<file path="src/logic/sdc_defines.svh">
`ifndef SDC_DEFINES_SVH
`define SDC_DEFINES_SVH

// Register byte offsets
`define SDC_OFF_DESC_LO 8'h00
`define SDC_OFF_DESC_HI 8'h04
`define SDC_OFF_OFFSET  8'h08
`define SDC_OFF_CTRL    8'h0c
`define SDC_OFF_STATUS  8'h10
`define SDC_OFF_CPL     8'h14
`define SDC_OFF_BASE    8'h18
`define SDC_OFF_LIMIT   8'h1c

// Upper descriptor word fields
`define SDC_HI_ACCESSED 8
`define SDC_HI_TYPE_LSB 8
`define SDC_HI_TYPE_MSB 11
`define SDC_HI_USER     12
`define SDC_HI_DPL_LSB  13
`define SDC_HI_DPL_MSB  14
`define SDC_HI_PRESENT  15
`define SDC_HI_SPARE    20
`define SDC_HI_DSIZE    22
`define SDC_HI_GRAN     23

// Type field bits inside the 4-bit type
`define SDC_TY_CODE     3
`define SDC_TY_CONF     2
`define SDC_TY_READ     1

// Control register fields
`define SDC_CTRL_OP_LSB 0
`define SDC_CTRL_SZ_LSB 2
`define SDC_CTRL_GATE   5
`define SDC_CTRL_OPOVR  6
`define SDC_CTRL_ADOVR  7

// Expand-down upper bounds and granule fill
`define SDC_UB_16       32'h0000ffff
`define SDC_UB_32       32'hffffffff
`define SDC_GRAN_FILL   12'hfff

// Reset values
`define SDC_RST_WORD    32'h00000000
`define SDC_RST_CPL     2'h0

`endif

</file>
<file path="src/logic/sdc_decode.sv">
`timescale 1ns/1ps
`default_nettype none
`include "sdc_defines.svh"

module sdc_decode (
    input  wire logic [31:0] i_lo,
    input  wire logic [31:0] i_hi,
    output logic      [31:0] o_base,
    output logic      [31:0] o_limit,
    output logic      [3:0]  o_type,
    output logic             o_user,
    output logic      [1:0]  o_dpl,
    output logic             o_present,
    output logic             o_dsize,
    output logic             o_is_code
);
    logic [19:0] raw_limit;

    // Limit field and its scaling
    assign raw_limit = {i_hi[19:16], i_lo[15:0]};
    assign o_limit   = i_hi[`SDC_HI_GRAN] ? {raw_limit, `SDC_GRAN_FILL}
                                          : {12'h000, raw_limit};

    // Base and attribute fields
    assign o_base    = {i_hi[31:24], i_hi[7:0], i_lo[15:0]};
    assign o_user    = i_hi[`SDC_HI_USER];
    assign o_type    = i_hi[`SDC_HI_TYPE_MSB:`SDC_HI_TYPE_LSB];
    assign o_dpl     = i_hi[`SDC_HI_DPL_MSB:`SDC_HI_DPL_LSB];
    assign o_present = i_hi[`SDC_HI_PRESENT];
    assign o_dsize   = o_user & i_hi[`SDC_HI_DSIZE];
    assign o_is_code = o_user & o_type[`SDC_TY_CODE];
endmodule // sdc_decode
`default_nettype wire

</file>
<file path="config.mk">
export PLATFORM = sky130hd
export DESIGN_NAME = sdc_decode
export DESIGN_NICKNAME = d
export VERILOG_FILES = /design/src/logic/sdc_decode.sv
export VERILOG_INCLUDE_DIRS = /design/src /design/src/logic
export SDC_FILE = /design/constraint.sdc
export NUM_CORES = 1
export LEC_CHECK = 0
export ABC_AREA = 1
export BUFFER_PORTS_ARGS = -buffer_cell sky130_fd_sc_hd__buf_2
export CORE_MARGIN = 5
export CORE_UTILIZATION = 24
export DETAILED_ROUTE_END_ITERATION = 12
export GPL_TIMING_DRIVEN = 0
export PLACE_DENSITY = 0.95
export SYNTH_ARGS = -nofsm -noshare
export SYNTH_HDL_FRONTEND = slang
export SYNTH_SLANG_ARGS = --single-unit
</file>
<file path="constraint.sdc">
create_clock -name vclk -period 0.8
set_clock_uncertainty 0.15 [all_clocks]
set_input_delay 0.12 -clock vclk [all_inputs]
set_output_delay 0.12 -clock vclk [all_outputs]
set_load 0.02 [all_outputs]
</file>
==> results of run 1 <==
## cell families (layout without fill, tap and decap cells)
kind of cell / Yosys count / after routing / synth area share (%)
buf+inv: 58 / 157 / 63.2
simple gates: 50 / 50 / 36.8
## critical path: cells and delay by family
family / cells / cell delay [ns]
buffers and inverters: 3 / 0.37
and+or+nand+nor: 1 / 0.22
## Yosys cell counts
cell type,instances,area (µm²)
buf_4,41,308
nand2_1,38,143
inv_1,15,56.3
or2_1,10,62.6
buf_2,2,10.0
or2_2,2,12.5
## through the flow
stage,instance area [µm²],std cells
2_1_floorplan,592,108
4_1_cts,1270,237
5_1_grt,1290,237
6_report,1290,237
3_3_place_gp,1120,236
3_5_place_dp,1120,236
## power breakdown
| part | leakage, nW | switching, mW | internal, mW | total, mW |
|---|---|---|---|---|
| sequential | 0 | 0 | 0 | 0 |
| combinational | 0.893 | 0.490 | 0.439 | 0.929 |
| clock | 0 | 0 | 0 | 0 |
## how the worst max path moves through the flow
stage               startpoint     endpoint  slack [ns]  depth (start not counted)
floorplan             i_hi[23]  o_limit[10]       -0.02                          2
global placement      i_hi[23]  o_limit[15]       -0.28                          5
detailed placement    i_hi[23]   o_limit[8]       -0.28                          4
CTS                   i_hi[23]   o_limit[7]       -0.17                          4
global route          i_hi[23]  o_limit[19]       -0.21                          5
finish                i_hi[23]   o_limit[9]       -0.18                          4
## layer usage
metal,GRT usage [%],part of all wire [%]
met5,0,0
met4,0,0
met3,1.51,12
met2,25.8,55
met1,13.0,33
## what timing repair did
| action | 4_1_cts | 5_1_grt |
|---|---|---|
| pin swaps | 17 | 7 |
| resized for setup | 46 | 6 |
| setup endpoints to repair | 32 | 32 |
| gates cloned | 1 | 0 |
## cell type report
type | instances | area (µm²) | area share (%)
timing repair buffer | 99 | 642 | 49.8
tap | 30 | 37.5 | 2.91
multi-input combinational | 50 | 223 | 17.3
buffer | 43 | 327 | 25.3
inverter | 15 | 60.1 | 4.66
==> impl_metrics.json, run 1 <==
{
  "drt_pass1_iterations": 2,
  "layout_commonest_cell": "buf_2",
  "post_cts_buffers": 0,
  "holdPathStages": 2,
  "ctsHoldBuffers": 0,
  "drive_gt1_share_pct": 71.0,
  "fin_crit_sh_pct": 122,
  "n_sequential_cell": 0,
  "ios": 138,
  "grt_overflow_total": 0,
  "vias_per_cell": 3.88,
  "ff_latch_area_um2": 0,
  "fin_util_pct": 53.5,
  "synthesis.nets": 172,
  "irDropWorstVdd_mv": 0.524,
  "relSlewSlack_pct": 88.0,
  "diodes": 0,
  "hp-class": "in -> out",
  "detailedPlace.worstSlack_ns": -0.280,
  "synth_cell_type_count": 6,
  "drv_slew": 0,
  "final.setup.tns_ns": -4.43,
  "grt_max_degree": 11,
  "period_needed_ns": 0.979,
  "grt_pass1_vias": 869,
  "hpwl_um": 2200,
  "power.density_mw_per_mm2": 721,
  "end_kind": "primary output",
  "syn_inst": 108,
  "die_h_um": 59.7,
  "ys_seq_area_share_pct": 0,
  "final_cell_mix": "77 x buf_2, 42 x buf_4, 36 x nand2_1",
  "status": "finished, violations left",
  "hold_end": "o_base[16]",
  "vias": 919,
  "layout_setup_ws_ns": -0.179,
  "cp_max_fo": 7,
  "min-delay-start": "i_hi[0]",
  "max-cap-violations": 0,
  "setup_viol": 32,
  "holdWs_ns": 0.308,
  "slowest_delay_ns": 0.22,
  "yosysWarnings": 0,
  "areaGrowthSynthToFinish_pct": 118,
  "routed_wl_um": 2640,
  "worstPathRequired_ns": 0.53,
  "worstMarginPinSlew_ns": 0.179,
  "dieArea_mm2": 0.00356,
  "crit_top_cell": "buf_6",
  "synth.avg_cell_area_um2": 5.48,
  "cp_cell_sequence": "buf_12, buf_6, or2_1, buf_6",
  "grt_setup_unrepaired": "true",
  "antenna_found_initial": 0,
  "start_util_pct": 24.6,
  "fp-row-count": 18,
  "die_x_um": 59.7,
  "clock_buffers": 0,
  "fmax_mhz": 1020,
  "power_mw": 0.929,
  "cp_data_arrival_time_ns": 0.71,
  "ant_nets": 0,
  "hold_viol_final": 0,
  "critPathSlowestCell": "or2_1",
  "path_class": "in -> out",
  "coreArea_mm2": 0.00241,
  "place_congestion": 0.660,
  "grt_pass1_wl_um": 3470,
  "startpoint_type": "input port",
  "grt_use_total_pct": 12.1,
  "fillers": 247,
  "fin_nets": 273,
  "port_buffers": 98,
  "synth_area_um2": 592,
  "routedWlPerCell_um": 11.1,
  "leakage_nw": 0.893,
  "drt_iter0_drc": 9,
  "drcViolationCount": 0,
  "violations": "negative setup slack"
}
(Power assumes the default switching activity.)
==> run 2: changes to the inputs <==
--- a/config.mk
+++ b/config.mk
@@ -7,12 +7,12 @@
 export NUM_CORES = 1
 export LEC_CHECK = 0
 export ABC_AREA = 1
-export BUFFER_PORTS_ARGS = -buffer_cell sky130_fd_sc_hd__buf_2
-export CORE_MARGIN = 5
-export CORE_UTILIZATION = 24
+export CORE_AREA = 5 5 50 52
 export DETAILED_ROUTE_END_ITERATION = 12
+export DIE_AREA = 0 0 55 57
+export DONT_BUFFER_PORTS = 1
 export GPL_TIMING_DRIVEN = 0
-export PLACE_DENSITY = 0.95
+export PLACE_DENSITY = 0.54
 export SYNTH_ARGS = -nofsm -noshare
 export SYNTH_HDL_FRONTEND = slang
 export SYNTH_SLANG_ARGS = --single-unit
==> constraint.sdc (replaced) <==
create_clock -name vclk -period 0.8
set_clock_uncertainty 0.15 [all_clocks]
set_input_delay 0.08 -clock vclk [all_inputs]
set_output_delay 0.08 -clock vclk [all_outputs]
set_load 0.02 [all_outputs]
==> run 2 against run 1 <==
Setup slack better by 0.19 ns. Sequential share of layout area is the same. The run now ends clean. Clock-buffer cell count did not move. Design area decreased by 51%. Critical endpoint is now o_limit[11]. Highest routed layer unchanged. Total power shrank 39%. Via count down 36%. First-iteration DRC count decreased by 44%. Combinational power down 39%.
==> impl_metrics.json, run 2 (same netlist as run 1, synthesis figures left out) <==
{
  "status": "finished clean",
  "routedWlPerCell_um": 14.3,
  "critical_path.top_delay_family": "simple AND/OR/NAND/NOR gates",
  "startpoint_type": "input port",
  "drive_gt1_share_pct": 42.6,
  "irDropWorstVdd_mv": 0.344,
  "leakage_nw": 0.439,
  "ant_nets": 0,
  "path_class": "in -> out",
  "diodes": 0,
  "highest-signal-layer": "met3",
  "drv_slew": 0,
  "cp_data_arrival_time_ns": 0.55,
  "post-place-cells": 136,
  "final_area_um2": 631,
  "start_util_pct": 28.7,
  "routed_wl_um": 1950,
  "areaGrowthSynthToFinish_pct": 6.55,
  "drt_iter0_drc": 5,
  "max-cap-violations": 0,
  "fp-row-count": 17,
  "placed_area_um2": 627,
  "die_h_um": 57,
  "n_sequential_cell": 0,
  "port_buffers": 0,
  "clock_buffers": 0,
  "fmax_mhz": 1280,
  "netSwitchingFraction_pct": 67.7,
  "hpwl_um": 1810,
  "grt_pass1_wl_um": 2300,
  "critPathSlowestCell": "or2_1",
  "fin_crit_sh_pct": 98.0,
  "grt_pass1_vias": 520,
  "met1_length_um": 658,
  "coreArea_mm2": 0.00206,
  "setup_viol": 0,
  "drt_pass1_iterations": 4,
  "fin_cells": 136,
  "layout_setup_ws_ns": 0.0160,
  "holdPathStages": 1,
  "final_cell_mix": "41 x buf_4, 38 x nand2_1, 14 x inv_1",
  "holdWs_ns": 0.124,
  "comb_power_share_pct": 100.0,
  "grt_max_degree": 11,
  "layout_commonest_cell": "buf_4",
  "hp-class": "in -> out",
  "cp_max_fo": 10,
  "power.density_mw_per_mm2": 895,
  "power_switching_mw": 0.382,
  "hold_viol_final": 0,
  "wl_met2_um": 954,
  "slowest_delay_ns": 0.32,
  "drcViolationCount": 0,
  "grt_setup_unrepaired": "true",
  "detailedPlace.worstSlack_ns": -0.00153,
  "clkPwrFrac_pct": 0,
  "vias": 587,
  "fin_util_pct": 30.6,
  "die_x_um": 55,
  "p_int_mw": 0.182,
  "cp.buffers_inverters": 1,
  "period_needed_ns": 0.784,
  "cp_cell_sequence": "buf_2, or2_1",
  "dieArea_mm2": 0.00314,
  "grt_use_total_pct": 9.27,
  "vias_per_cell": 4.32,
  "worstPathRequired_ns": 0.57,
  "fin_nets": 174,
  "end_kind": "primary output",
  "wl_met3_um": 333,
  "ff_latch_area_um2": 0,
  "place_congestion": 0.638,
  "min-delay-start": "i_hi[31]",
  "relSlewSlack_pct": 85.7,
  "worstMarginPinSlew_ns": 0.214,
  "seq_power_share_pct": 0,
  "ios": 138,
  "hold_end": "o_base[31]",
  "grt_overflow_total": 0,
  "antenna_found_initial": 0
}
## run 2: area by class of cell
class | count | area [µm²]
plain buffers | 43 | 318
well taps | 28 | 35.0
multi-input cells | 50 | 218
inverters | 15 | 60.1
fillers | 249 | 1430
## run 2: worst max-delay path by stage
stage	start	endpoint	slack (ns)	cells past startpoint
after floorplan	i_hi[23]	o_limit[10]	0.06	2
after global placement	i_hi[23]	o_limit[14]	0.004	3
after detailed placement	i_hi[23]	o_limit[11]	-0.002	2
after CTS	i_hi[23]	o_limit[11]	-0.002	2
after global routing	i_hi[23]	o_limit[9]	-0.01	2
final	i_hi[23]	o_limit[11]	0.02	2
## run 2: power groups by stage
| stage | sequential, mW | clock, mW | combinational, mW |
|---|---|---|---|
| floorplan | 0 | 0 | 0.528 |
| finish | 0 | 0 | 0.564 |
| global route | 0 | 0 | 0.597 |
| global placement | 0 | 0 | 0.573 |
| CTS | 0 | 0 | 0.574 |
| detailed placement | 0 | 0 | 0.574 |
## run 2: per-stage QoR
stage	setup TNS, ns	total power, mW
finish	0	0.564
global route	-0.0666	0.597
CTS	-0.00304	0.574
detailed placement	-0.00306	0.574
global placement	0	0.573
floorplan	0	0.528
## run 2: timing repair
| action | 4_1_cts | 5_1_grt |
|---|---|---|
| pin swaps | 0 | 0 |
| buffers inserted | 0 | 0 |
| gates cloned | 0 | 0 |
| hold buffers | 0 | 0 |
| resized for setup | 0 | 1 |
| endpoints found under the setup margin | 3 | 17 |
## run 2: layer usage
| metal | track usage [%] | vias up |
|---|---|---|
| met1 | 11.0 | 250 |
| met2 | 17.1 | 71 |
| li1 | - | 266 |
| met5 | 0 | - |
| met4 | 0 | 0 |
| met3 | 2.61 | 0 |
